<file path="config.mk">
export PLATFORM = sky130hd
export DESIGN_NAME = control_switch_and_button_logic
export DESIGN_NICKNAME = d
export VERILOG_FILES = /design/src/rtl/csb_pkg.sv /design/src/rtl/control_switch_and_button_logic.sv
export VERILOG_INCLUDE_DIRS = /design/src /design/src/rtl
export SDC_FILE = /design/constraint.sdc
export NUM_CORES = 1
export LEC_CHECK = 0
export ABC_AREA = 1
export ABC_CLOCK_PERIOD_IN_PS = 11700
export BUFFER_PORTS_ARGS = -buffer_cell sky130_fd_sc_hd__buf_2
export CORE_MARGIN = 2
export CORE_UTILIZATION = 48
export DETAILED_ROUTE_END_ITERATION = 6
export PLACE_DENSITY = 0.79
export RECOVER_POWER = 100
export SETUP_SLACK_MARGIN = 0.3
export SYNTH_ARGS = -nofsm -noshare
export SYNTH_HDL_FRONTEND = slang
export SYNTH_SLANG_ARGS = --single-unit
</file>
<file path="constraint.sdc">
create_clock -name clock_in -period 11.7 [get_ports clock_in]
set_input_delay 2.34 -clock clock_in [delete_from_list [all_inputs] [get_ports clock_in]]
set_output_delay 2.34 -clock clock_in [all_outputs]
set_load 0.02 [all_outputs]
</file>
<file path="src/rtl/csb_defines.svh">
// Purpose: Register map, field positions and reset values of the switch and button block.
// Assumes: AXI4-Lite register window with 8-bit byte addresses.
// Notes:   Definitions only.
`ifndef CSB_DEFINES_SVH
`define CSB_DEFINES_SVH

// ---------------------------------------------------------------------------
// Register offsets
// ---------------------------------------------------------------------------
`define CSB_REG_CTRL       8'h00
`define CSB_REG_BTN_MODE   8'h04
`define CSB_REG_LED_SRC    8'h08
`define CSB_REG_LED_COLOR  8'h0c
`define CSB_REG_SW_STATE   8'h10
`define CSB_REG_BTN_STATUS 8'h14
`define CSB_REG_INT_STATUS 8'h18
`define CSB_REG_INT_MASK   8'h1c
`define CSB_REG_LOGIC_IN   8'h20
`define CSB_REG_TIMESTAMP  8'h24

// ---------------------------------------------------------------------------
// Fields, sizes and reset values
// ---------------------------------------------------------------------------
`define CSB_NUM_SW         5
`define CSB_NUM_BTN        12
`define CSB_NUM_LOGIC      8
`define CSB_CTRL_RESET     32'h0000_0066
`define CSB_CTRL_SW_LVL    1:0
`define CSB_CTRL_BTN_LVL   3:2
`define CSB_CTRL_LR_EN     4
`define CSB_CTRL_EV_ON     5
`define CSB_CTRL_EV_OFF    6
`define CSB_CTRL_WIDTH     7
`define CSB_INT_OFF_LSB    5
`define CSB_RESP_OKAY      2'b00
`define CSB_RESP_SLVERR    2'b10

`endif

</file>
<file path="src/rtl/csb_pkg.sv">
// Purpose: Types shared by the switch and button block and its bench.
// Assumes: Nothing beyond the defines header.
// Notes:   Access levels are ordered so that a higher code includes the lower ones.
`default_nettype none

package csb_pkg;

  typedef enum logic [1:0] {
    LVL_USER,
    LVL_OPERATOR,
    LVL_CONFIGURATOR,
    LVL_SUPER
  } level_t;

  typedef enum logic [1:0] {
    LED_OFF,
    LED_RED,
    LED_ORANGE,
    LED_GREEN
  } led_color_t;

  // One switch command: index 0..4 selects the switch, on gives the target state.
  typedef struct packed {
    logic       valid;
    logic [2:0] idx;
    logic       on;
  } cmd_t;

endpackage

`default_nettype wire

</file>
<file path="src/rtl/control_switch_and_button_logic.sv">
// Purpose: Five persistent control switches and twelve front-panel push-buttons.
// Assumes: All inputs synchronous to clock_in; reset_in is the power-on reset.
// Notes:   cpu_reboot_in clears the logical inputs only; switch states survive it.
//
// Notes on behaviour
// - A switch keeps its commanded state until commanded to the opposite state.
// - Only panel graphic and remote link commands move switches; nothing else.
// - Five independent switches, each with its own binary output.
// - Each switch change yields an ON or OFF event, filtered by user selection.
// - Every stored switch event carries the timestamp of the change.
// - Switches survive a processor reboot; logical inputs are cleared by it.
// - Panel switch commands need the selected access level, default configurator.
// - Twelve push-buttons, each with its own status signal.
// - Momentary mode, the default: status active exactly while button is held.
// - Latching mode: each press inverts status, which holds between presses.
// - Each button LED lights red, orange or green from status or another signal.
// - With local/remote consideration on, presses count only in local mode.
// - Presses need the selected access level, default operator.
// - Button status changes only from the front panel, never remotely.
// - Each button has complementary On and Off outputs.
//
// The register offsets and the AXI4-Lite interface to the registers were chosen for this implementation.
`include "csb_defines.svh"
`default_nettype none

module control_switch_and_button_logic (
  // Clock and reset
  input  wire logic                       clock_in,
  input  wire logic                       reset_in,
  // AXI4-Lite register slave
  input  wire logic                       axi_awvalid_in,
  input  wire logic [7:0]                 axi_awaddr_in,
  output logic                            axi_awready_out,
  input  wire logic                       axi_wvalid_in,
  input  wire logic [31:0]                axi_wdata_in,
  input  wire logic [3:0]                 axi_wstrb_in,
  output logic                            axi_wready_out,
  output logic                            axi_bvalid_out,
  output logic [1:0]                      axi_bresp_out,
  input  wire logic                       axi_bready_in,
  input  wire logic                       axi_arvalid_in,
  input  wire logic [7:0]                 axi_araddr_in,
  output logic                            axi_arready_out,
  output logic                            axi_rvalid_out,
  output logic [31:0]                     axi_rdata_out,
  output logic [1:0]                      axi_rresp_out,
  input  wire logic                       axi_rready_in,
  // Switch commands
  input  wire csb_pkg::cmd_t              panel_cmd_in,
  input  wire csb_pkg::level_t            session_level_in,
  input  wire csb_pkg::cmd_t              remote_station_link_in,
  input  wire logic                       cpu_reboot_in,
  // Front panel
  input  wire logic [`CSB_NUM_BTN-1:0]    button_in,
  input  wire logic                       local_mode_in,
  input  wire logic [`CSB_NUM_BTN-1:0]    led_signal_in,
  // Switch and logical input outputs
  output logic [`CSB_NUM_SW-1:0]          persistent_control_switch_out,
  output logic [`CSB_NUM_LOGIC-1:0]       logic_input_out,
  // Button outputs
  output logic [`CSB_NUM_BTN-1:0]         btn_on_out,
  output logic [`CSB_NUM_BTN-1:0]         btn_off_out,
  output logic [`CSB_NUM_BTN-1:0]         led_red_out,
  output logic [`CSB_NUM_BTN-1:0]         led_green_out,
  // Events and interrupt
  output logic [`CSB_NUM_SW-1:0]          event_on_out,
  output logic [`CSB_NUM_SW-1:0]          event_off_out,
  output logic [31:0]                     event_time_out,
  output logic                            irq_out
);

  // ---------------------------------------------------------------------------
  // Helpers
  // ---------------------------------------------------------------------------
  function automatic logic [31:0] merge_strb(input logic [31:0] old_v,
                                             input logic [31:0] new_v,
                                             input logic [3:0]  strb);
    logic [31:0] res;
    res = old_v;
    for (int b = 0; b < 4; b++) begin
      if (strb[b]) begin
        res[8*b +: 8] = new_v[8*b +: 8];
      end
    end
    return res;
  endfunction

  function automatic logic level_met(input csb_pkg::level_t have, input logic [1:0] need);
    return logic'(2'(have) >= need);
  endfunction

  // ---------------------------------------------------------------------------
  // AXI4-Lite slave
  // ---------------------------------------------------------------------------
  logic                               aw_full_r;
  logic                               w_full_r;
  logic [7:0]                         waddr_r;
  logic [31:0]                        wdata_r;
  logic [3:0]                         wstrb_r;
  logic [`CSB_CTRL_WIDTH-1:0]         ctrl_r;
  logic [`CSB_NUM_BTN-1:0]            btn_mode_r;
  logic [`CSB_NUM_BTN-1:0]            led_src_r;
  logic [2*`CSB_NUM_BTN-1:0]          led_color_r;
  logic [2*`CSB_NUM_SW-1:0]           int_status_r;
  logic [2*`CSB_NUM_SW-1:0]           int_mask_r;
  logic [31:0]                        time_r;
  logic [`CSB_NUM_BTN-1:0]            btn_q_r;
  logic [`CSB_NUM_BTN-1:0]            latch_r;

  wire aw_hs  = axi_awvalid_in && axi_awready_out;
  wire w_hs   = axi_wvalid_in && axi_wready_out;
  wire b_hs   = axi_bvalid_out && axi_bready_in;
  wire ar_hs  = axi_arvalid_in && axi_arready_out;
  wire r_hs   = axi_rvalid_out && axi_rready_in;
  wire wr_do  = aw_full_r && w_full_r && !axi_bvalid_out;

  wire wr_ctrl  = wr_do && (waddr_r == `CSB_REG_CTRL);
  wire wr_mode  = wr_do && (waddr_r == `CSB_REG_BTN_MODE);
  wire wr_lsrc  = wr_do && (waddr_r == `CSB_REG_LED_SRC);
  wire wr_lcol  = wr_do && (waddr_r == `CSB_REG_LED_COLOR);
  wire wr_ist   = wr_do && (waddr_r == `CSB_REG_INT_STATUS);
  wire wr_imsk  = wr_do && (waddr_r == `CSB_REG_INT_MASK);
  wire wr_logic = wr_do && (waddr_r == `CSB_REG_LOGIC_IN);
  wire wr_ok    = wr_ctrl || wr_mode || wr_lsrc || wr_lcol || wr_ist || wr_imsk || wr_logic
                  || (waddr_r == `CSB_REG_SW_STATE) || (waddr_r == `CSB_REG_BTN_STATUS)
                  || (waddr_r == `CSB_REG_TIMESTAMP);
  wire [31:0] wr_merged_ctrl = merge_strb(32'(ctrl_r), wdata_r, wstrb_r);
  wire [31:0] ist_clear      = merge_strb(32'h0, wdata_r, wstrb_r);

  wire rd_known = (axi_araddr_in <= `CSB_REG_TIMESTAMP) && (axi_araddr_in[1:0] == 2'b00);
  wire [31:0] rd_data =
    (axi_araddr_in == `CSB_REG_CTRL)       ? 32'(ctrl_r) :
    (axi_araddr_in == `CSB_REG_BTN_MODE)   ? 32'(btn_mode_r) :
    (axi_araddr_in == `CSB_REG_LED_SRC)    ? 32'(led_src_r) :
    (axi_araddr_in == `CSB_REG_LED_COLOR)  ? 32'(led_color_r) :
    (axi_araddr_in == `CSB_REG_SW_STATE)   ? 32'(persistent_control_switch_out) :
    (axi_araddr_in == `CSB_REG_BTN_STATUS) ? 32'(btn_on_out) :
    (axi_araddr_in == `CSB_REG_INT_STATUS) ? 32'(int_status_r) :
    (axi_araddr_in == `CSB_REG_INT_MASK)   ? 32'(int_mask_r) :
    (axi_araddr_in == `CSB_REG_LOGIC_IN)   ? 32'(logic_input_out) :
    (axi_araddr_in == `CSB_REG_TIMESTAMP)  ? time_r : 32'h0;

  always_ff @(posedge clock_in or posedge reset_in) begin
    if (reset_in) begin
      axi_awready_out <= 1'b1;
      axi_wready_out  <= 1'b1;
      aw_full_r       <= 1'b0;
      w_full_r        <= 1'b0;
      waddr_r         <= 8'h00;
      wdata_r         <= 32'h0;
      wstrb_r         <= 4'h0;
      axi_bvalid_out  <= 1'b0;
      axi_bresp_out   <= `CSB_RESP_OKAY;
    end else begin
      if (aw_hs) begin
        waddr_r         <= axi_awaddr_in;
        aw_full_r       <= 1'b1;
        axi_awready_out <= 1'b0;
      end
      if (w_hs) begin
        wdata_r        <= axi_wdata_in;
        wstrb_r        <= axi_wstrb_in;
        w_full_r       <= 1'b1;
        axi_wready_out <= 1'b0;
      end
      if (wr_do) begin
        aw_full_r      <= 1'b0;
        w_full_r       <= 1'b0;
        axi_bvalid_out <= 1'b1;
        axi_bresp_out  <= wr_ok ? `CSB_RESP_OKAY : `CSB_RESP_SLVERR;
      end
      if (b_hs) begin
        axi_bvalid_out  <= 1'b0;
        axi_awready_out <= 1'b1;
        axi_wready_out  <= 1'b1;
      end
    end
  end

  always_ff @(posedge clock_in or posedge reset_in) begin
    if (reset_in) begin
      axi_arready_out <= 1'b1;
      axi_rvalid_out  <= 1'b0;
      axi_rdata_out   <= 32'h0;
      axi_rresp_out   <= `CSB_RESP_OKAY;
    end else if (ar_hs) begin
      axi_arready_out <= 1'b0;
      axi_rvalid_out  <= 1'b1;
      axi_rdata_out   <= rd_data;
      axi_rresp_out   <= rd_known ? `CSB_RESP_OKAY : `CSB_RESP_SLVERR;
    end else if (r_hs) begin
      axi_arready_out <= 1'b1;
      axi_rvalid_out  <= 1'b0;
    end
  end

  // ---------------------------------------------------------------------------
  // Configuration registers
  // ---------------------------------------------------------------------------
  wire [1:0] sw_lvl  = ctrl_r[`CSB_CTRL_SW_LVL];
  wire [1:0] btn_lvl = ctrl_r[`CSB_CTRL_BTN_LVL];
  wire       lr_en   = ctrl_r[`CSB_CTRL_LR_EN];
  wire       ev_on   = ctrl_r[`CSB_CTRL_EV_ON];
  wire       ev_off  = ctrl_r[`CSB_CTRL_EV_OFF];
  wire [31:0] mode_merged  = merge_strb(32'(btn_mode_r), wdata_r, wstrb_r);
  wire [31:0] lsrc_merged  = merge_strb(32'(led_src_r), wdata_r, wstrb_r);
  wire [31:0] lcol_merged  = merge_strb(32'(led_color_r), wdata_r, wstrb_r);
  wire [31:0] imsk_merged  = merge_strb(32'(int_mask_r), wdata_r, wstrb_r);
  wire [31:0] logic_merged = merge_strb(32'(logic_input_out), wdata_r, wstrb_r);

  always_ff @(posedge clock_in or posedge reset_in) begin
    if (reset_in) begin
      ctrl_r      <= `CSB_CTRL_WIDTH'(`CSB_CTRL_RESET);
      btn_mode_r  <= '0;
      led_src_r   <= '0;
      led_color_r <= '0;
      int_mask_r  <= '0;
    end else begin
      if (wr_ctrl) ctrl_r <= wr_merged_ctrl[`CSB_CTRL_WIDTH-1:0];
      if (wr_mode) btn_mode_r <= mode_merged[11:0];
      if (wr_lsrc) led_src_r <= lsrc_merged[11:0];
      if (wr_lcol) led_color_r <= lcol_merged[23:0];
      if (wr_imsk) int_mask_r <= imsk_merged[9:0];
    end
  end

  // Logical inputs are the volatile alternative to the switches: a reboot wipes them.
  always_ff @(posedge clock_in or posedge reset_in) begin
    if (reset_in) begin
      logic_input_out <= '0;
    end else if (cpu_reboot_in) begin
      logic_input_out <= '0;
    end else if (wr_logic) begin
      logic_input_out <= logic_merged[7:0];
    end
  end

  // ---------------------------------------------------------------------------
  // Persistent control switches
  // ---------------------------------------------------------------------------
  logic [`CSB_NUM_SW-1:0] rem_hit;
  logic [`CSB_NUM_SW-1:0] pan_hit;
  logic [`CSB_NUM_SW-1:0] sw_nxt;
  wire  sw_ok  = level_met(session_level_in, sw_lvl);

  // Remote wins when both ends address the same switch in one cycle.
  for (genvar i = 0; i < `CSB_NUM_SW; i++) begin : g_sw
    assign rem_hit[i] = remote_station_link_in.valid && (remote_station_link_in.idx == 3'(i));
    assign pan_hit[i] = panel_cmd_in.valid && sw_ok && (panel_cmd_in.idx == 3'(i));
    assign sw_nxt[i]  = rem_hit[i] ? remote_station_link_in.on :
                        pan_hit[i] ? panel_cmd_in.on : persistent_control_switch_out[i];
  end

  wire [`CSB_NUM_SW-1:0] sw_rise = sw_nxt & ~persistent_control_switch_out;
  wire [`CSB_NUM_SW-1:0] sw_fall = ~sw_nxt & persistent_control_switch_out;
  wire [`CSB_NUM_SW-1:0] ev_on_nxt  = sw_rise & {`CSB_NUM_SW{ev_on}};
  wire [`CSB_NUM_SW-1:0] ev_off_nxt = sw_fall & {`CSB_NUM_SW{ev_off}};

  // Only reset_in clears the switches; cpu_reboot_in has no path here.
  always_ff @(posedge clock_in or posedge reset_in) begin
    if (reset_in) begin
      persistent_control_switch_out <= '0;
      event_on_out                  <= '0;
      event_off_out                 <= '0;
      event_time_out                <= 32'h0;
      time_r                        <= 32'h0;
    end else begin
      persistent_control_switch_out <= sw_nxt;
      event_on_out                  <= ev_on_nxt;
      event_off_out                 <= ev_off_nxt;
      time_r                        <= time_r + 32'h1;
      if (|(ev_on_nxt | ev_off_nxt)) event_time_out <= time_r;
    end
  end

  // ---------------------------------------------------------------------------
  // Interrupt: sticky status, write one to clear, set wins over clear
  // ---------------------------------------------------------------------------
  wire [2*`CSB_NUM_SW-1:0] int_set = {ev_off_nxt, ev_on_nxt};
  wire [2*`CSB_NUM_SW-1:0] int_clr = wr_ist ? ist_clear[9:0] : '0;
  wire [2*`CSB_NUM_SW-1:0] int_nxt = (int_status_r & ~int_clr) | int_set;

  always_ff @(posedge clock_in or posedge reset_in) begin
    if (reset_in) begin
      int_status_r <= '0;
      irq_out      <= 1'b0;
    end else begin
      int_status_r <= int_nxt;
      irq_out      <= |(int_nxt & (wr_imsk ? imsk_merged[9:0] : int_mask_r));
    end
  end

  // ---------------------------------------------------------------------------
  // Push-buttons and LEDs
  // ---------------------------------------------------------------------------
  // Only front-panel inputs reach this logic; remote commands have no path in.
  wire btn_gate = level_met(session_level_in, btn_lvl) && (!lr_en || local_mode_in);
  wire [`CSB_NUM_BTN-1:0] press     = button_in & ~btn_q_r & {`CSB_NUM_BTN{btn_gate}};
  wire [`CSB_NUM_BTN-1:0] latch_nxt = btn_mode_r & (latch_r ^ press);
  wire [`CSB_NUM_BTN-1:0] stat_nxt  = (btn_mode_r & latch_nxt)
                                      | (~btn_mode_r & button_in & {`CSB_NUM_BTN{btn_gate}});
  logic [`CSB_NUM_BTN-1:0] red_nxt;
  logic [`CSB_NUM_BTN-1:0] green_nxt;

  for (genvar i = 0; i < `CSB_NUM_BTN; i++) begin : g_led
    wire        act = led_src_r[i] ? led_signal_in[i] : stat_nxt[i];
    wire [1:0]  col = led_color_r[2*i +: 2];
    assign red_nxt[i]   = act && ((col == 2'(csb_pkg::LED_RED)) || (col == 2'(csb_pkg::LED_ORANGE)));
    assign green_nxt[i] = act && ((col == 2'(csb_pkg::LED_GREEN)) || (col == 2'(csb_pkg::LED_ORANGE)));
  end

  always_ff @(posedge clock_in or posedge reset_in) begin
    if (reset_in) begin
      btn_q_r       <= '0;
      latch_r       <= '0;
      btn_on_out    <= '0;
      btn_off_out   <= '1;
      led_red_out   <= '0;
      led_green_out <= '0;
    end else begin
      btn_q_r       <= button_in;
      latch_r       <= latch_nxt;
      btn_on_out    <= stat_nxt;
      btn_off_out   <= ~stat_nxt;
      led_red_out   <= red_nxt;
      led_green_out <= green_nxt;
    end
  end
endmodule

`default_nettype wire

</file>
Word-level counts from Yosys, hierarchy flattened
Cells that the tools add are included.
W data, S select, Z words.

storage, ports and cells
  register bits = 313
  input bits = 97
  output and inout bits = 145
  logic and storage cells = 292

cells by class
  add/subtract/negate cells = 1
  $lt $le $gt $ge = 3
  equal/unequal tests = 62
  mux-type cells = 57
  bitwise gates (word level) = 22
  reduce and logical (&&, ||, !) cells = 111

operator list
  operator                 count
  $mux W32                 10
  $and A12 B12 Y12         6
  $eq A8 B5 Y1 const B     8
  $logic_and A1 B1 Y1      51
  $eq A2 B2 Y1 const B     24
  $mux W8                  5
  $mux W1                  36
  $not A12 Y12             3
  $logic_or A1 B1 Y1       34
  $add A32 B1 Y32 const B  1
  $eq A8 B4 Y1 const B     4
  $eq A8 B6 Y1 const B     4
  $eq A2 B1 Y1 const B     12
  $and A10 B10 Y10         2
  $and A5 B5 Y5            4
  $mux W10                 2
  $reduce_and A2 Y1        9
  $eq A8 B3 Y1 const B     2
  $logic_not A8 Y1         2
  $reduce_bool A2 Y1       8
  $eq A3 B2 Y1 const B     4
  $or A12 B12 Y12          1
  $xor A12 B12 Y12         1
  $not A10 Y10             1
  13 further kinds         22

Logic depth before layout (Yosys ltp)
  depth after elaboration = 13
  depth in mapped cells = 17
  gate-level depth less buffers = 15

Worst setup path before layout
Ideal clock, no wire load.

  kind = input to register
  start point = input port session_level_in[0]
  end point = register event_time_out[10]
  setup time = 117 ps
  arrival time = 3,869 ps
  data required time = 11,583 ps
  slack = 7,714 ps
  cell stages on the path = 16
  path buffers = 2
  cells stage by stage = inv_1 > ha_1 > nand2_1 > nand3_1 > buf_4 > nand3_1 > nand2_1 > nand2_1 > nand2_1 > nand3_1 > nand2_2 > nor2_8 > nand3_4 > buf_6 > nand2_1 > nand2_1

on the way
  cells in the longest elaborated chain, start to end = 10
  elaborated cells on any way between the ends = 24
  those cells by class = order compare: 1; mux: 10; bitwise: 6; reduce/logical: 7

ends and longest elaborated chain
  element                line                                    RTL
  start, declared        control_switch_and_button_logic.sv:50   input wire csb_pkg::level_t session_level_in,
  $ge A2 B2 Y1 *         control_switch_and_button_logic.sv:89   return logic'(2'(have) >= need);
  $logic_and A1 B1 Y1 *  control_switch_and_button_logic.sv:249  assign pan_hit[i] = panel_cmd_in.valid && sw_ok && (panel_cmd_in.idx == 3'(i));
  $logic_and A1 B1 Y1    control_switch_and_button_logic.sv:249
  $mux W1                control_switch_and_button_logic.sv:251  pan_hit[i] ? panel_cmd_in.on : persistent_control_switch_out[i];
  $mux W1                control_switch_and_button_logic.sv:250  assign sw_nxt[i] = rem_hit[i] ? remote_station_link_in.on :
  $not A5 Y5             control_switch_and_button_logic.sv:255  wire [`CSB_NUM_SW-1:0] sw_fall = ~sw_nxt & persistent_control_switch_out;
  $and A5 B5 Y5          control_switch_and_button_logic.sv:255
  $and A5 B5 Y5          control_switch_and_button_logic.sv:257  wire [`CSB_NUM_SW-1:0] ev_off_nxt = sw_fall & {`CSB_NUM_SW{ev_off}};
  $or A5 B5 Y5 *         control_switch_and_button_logic.sv:272  if (|(ev_on_nxt | ev_off_nxt)) event_time_out <= time_r;
  $reduce_or A5 Y1 *     control_switch_and_button_logic.sv:272
  end signal, assigned   control_switch_and_button_logic.sv:272
  end, declared          control_switch_and_button_logic.sv:68   output logic [31:0] event_time_out,

Mark *: on every way between the ends. The rest lies on a longest branch, timed or not.
A chain may end at the register's enable or synchronous reset.

Final worst setup path
  start point = input port session_level_in[1]
  end point = register event_time_out[9]

The elaborated chain is that of the path after synthesis.

==> summary.txt <==
Status
  – Status: finished, violations left
  – Violated checks: max-capacitance violations, max-slew violations

Timing
  – Fin. max-slew vios: roughly 250
  – Achievable frequency: approximately 150 MHz
  – Final hold vios: 0
  – Period utilisation layout: about 58%
  – Fin Setup TNS: 0 ps
  – Final setup vio count: 0
  – Worst-margin pin slew: 5340 ps
  – RSZ-0062 raised after global routing: no
  – Minimum clock period: approximately 6700 ps
  – Rel. slew slack: -258%
  – Setup WS post-layout: 4960 ps
  – Worst Skew: around 27 ps

Synth
  – Mean post-synth cell area: 8.80 um2
  – Mapped Cells: approximately 1,600
  – Synthesized area: between 10,000 and 15,000 um2
  – Post-synth ARST share: between 90% and 100%
  – Post-synth EDFFs: 0
  – Seq/Total Area, Yosys: 55.8%
  – Count of cell types in the netlist: between 40 and 50
  – Seq cells post-synth: roughly 310
  – Warnings, synthesis: 0
  – Top FF cell, synth: dfrtp_1

Layout
  – Layout cells sized above 1: under 10%
  – Layout Cells excl Fill: around 2,200
  – Nets@finish: a little under 2,000
  – Area added between synthesis and finish: 16.2%
  – Final instance area: between 15,000 and 20,000 um2

Placement
  – Post-Place Cells: about 2,200
  – Dpl ws: around 6400 ps
  – Port bufs: between 200 and 250
  – Detailed Place HPWL: 28.4 mm
  – Gpl congestion: 0.931
  – Placed instance area: approximately 15,000 um2

Power
  – Worst IR Drop VDD: 0.0907 mV
  – Pwr dens: 187 nW/um2
  – Pleak: 8.02 nW

Worst setup path
  – CP Max Fanout: 33
  – Crit path arrival time: 7130 ps
  – Worst setup EP type: register
  – Setup CP Type: primary input to register
  – Worst path required time: around 12,000 ps
  – CP startpoint kind: primary input

Floorplanning
  – Starting density of the core: 48.7%
  – Core area: ~29,000 um2
  – I/O pins: around 240
  – Die W: approximately 170 um
  – Die Ht: approximately 170 um
  – Rows: a little over 60
  – Die Footprint: ~31,000 um2

CTS
  – Worst-Skew Late Latency: 520 ps
  – H-tree levels: 2
  – Maximum clock insertion buffer count: 3
  – Post-CTS Setup Inserts: 0
  – Hold-fix buffers, CTS: 0
  – Sink Count: between 300 and 400
  – Root Driver: clkbuf_16
  – Cts bufs inserted: 34
  – Post-CTS Resized: 0
  – Clk slew on worst S/H paths: 60 ps
  – CTS tree: done

Global route
  – Vias in the first global route: roughly 11,000
  – Largest net degree at the start of global routing: about 190
  – Initial antenna violation count: 6
  – GRT overflow: 0
  – First-pass GRT wire length: 61.4 mm
  – GR Util All Layers: 25.5%

Routing
  – Drt first pass iters: 6
  – First-iteration detailed-routing DRC count: between 1,000 and 1,500
  – Routed Antenna Nets: 0
  – Post-Route WL: about 39 mm
  – # DRC: 0
  – Via density: roughly 5.3
  – DR WL/cell: approximately 18 um
  – Via count: between 10,000 and 15,000

Hold path
  – Min-delay worst type: register to register

Flow run
  – Max-cap violations: 4
-- Yosys cell counts, drive strengths merged (2+ instances only) --
| master | number | area (um2) |
|---|---|---|
| ha | 29 | 363 |
| o31ai | 3 | 22.5 |
| mux2i | 12 | 120 |
| o221ai | 2 | 17.5 |
| nand2 | 463 | 1760 |
| nor4 | 5 | 37.5 |
| o22ai | 13 | 81.3 |
| nand4 | 66 | 419 |
| o211ai | 8 | 60.1 |
| dfstp | 19 | 499 |
| nand3b | 8 | 60.1 |
| inv | 205 | 769 |
| nand3 | 86 | 475 |
| xor2 | 25 | 219 |
| o21ai | 140 | 701 |
| nor2 | 108 | 479 |
| nor3 | 18 | 101 |
| clkinv | 3 | 11.3 |
| or2 | 2 | 12.5 |
| clkbuf | 26 | 97.6 |
| buf | 22 | 149 |
| a211oi | 4 | 30.0 |
| o2111ai | 2 | 17.5 |
| a31oi | 2 | 12.5 |
| dfrtp | 292 | 7310 |
| a21oi | 15 | 75.1 |
| xnor2 | 5 | 43.8 |
-- sequential cells by signal, indices dropped and copies added (netlist names), 24 cells and up --
signal and cells:
wdata_r 24, event_time_out 32, led_color_r 24, axi_rdata_out 32, time_r 32
-- layer usage --
| layer | routed length (um) | track usage, % | vias up |
|---|---|---|---|
| li1 | - | - | 5563 |
| met1 | 16900 | 35.8 | 5665 |
| met2 | 17400 | 39.5 | 529 |
| met3 | 3220 | 4.96 | 95 |
| met4 | 1460 | 9.90 | 6 |
| met5 | 32 | 0 | - |
-- path summary, 6_finish.rpt --
check	slack, ps	depth (start not counted)	start	end
hold / removal	480	2	axi_awready_out	axi_awready_out
hold reg to reg	480	2	axi_awready_out	axi_awready_out
setup / recovery	4960	12	session_level_in[1]	event_time_out[9]
max in group asynchronous	5800	2	reset_in	axi_rdata_out[12]
setup reg to reg	6330	12	ctrl_r[1]	event_time_out[9]
min in group asynchronous	3440	2	reset_in	event_on_out[1]
-- power breakdown --
group | internal (W) | leakage [nW] | switching [W]
clock network | 0.000653 | 0.548 | 0.000434
registers | 0.00124 | 4.07 | 0.000119
logic | 0.000150 | 3.40 | 0.000434
-- final cells by class --
class	instances	area, um2
fillers	2620	12500
flip-flops and latches	311	7810
multi-input cells	1023	5050
repair buffers	235	995
clock buffers	44	928
inverters	208	782
well taps	384	480
clock inverters	15	205
diodes	3	7.51
-- through the flow --
step	hold WS, ps	total power, W	utilization (%)
floorplan	442	0.00176	-
global placement	460	0.00195	53.8
detailed placement	461	0.00197	53.8
CTS	478	0.00306	57.7
global route	495	0.00317	56.6
finish	478	0.00303	56.6
-- critical path, stage by stage --
cell	delay, ps
buf_2	120
ha_1	310
nand2_1	70
nand3_1	390
nand4_1	270
nand3_1	120
nand3_1	210
nand2_1	80
nor2_1	1550
nand3_1	1260
nand2_1	300
nand2_1	80
-- layout by cell type, fill, tap and decap left out, types with 15 or more instances in the layout --
| cell | Yosys | routed |
|---|---|---|
| nand4_1 | 65 | 66 |
| ha_1 | 29 | 29 |
| a21oi_1 | 15 | 15 |
| buf_2 | 8 | 74 |
| xor2_1 | 25 | 25 |
| nand3_1 | 80 | 85 |
| inv_1 | 203 | 202 |
| o21ai_0 | 137 | 139 |
| nand2_1 | 456 | 459 |
| clkbuf_1 | 26 | 165 |
| dfrtp_1 | 292 | 292 |
| nor2_1 | 94 | 101 |
| nor3_1 | 17 | 18 |
| dfstp_2 | 19 | 19 |
| clkbuf_16 | 0 | 34 |
-- logic make-up (layout without fill, tap and decap cells) --
kind of cell | Yosys count | count (layout) | share of synthesized area [%]
DFF | 311 | 311 | 55.8
and+or+nand+nor | 757 | 757 | 24.0
AOI/OAI and AO/OA | 193 | 193 | 7.51
other | 1 | 5 | 0.0268
xor gates and xnor gates | 30 | 30 | 1.88
muxes | 12 | 12 | 0.859
buffers and inverters | 256 | 502 | 7.34
adders and majority gates | 29 | 29 | 2.59
(Power assumes the default switching activity.)
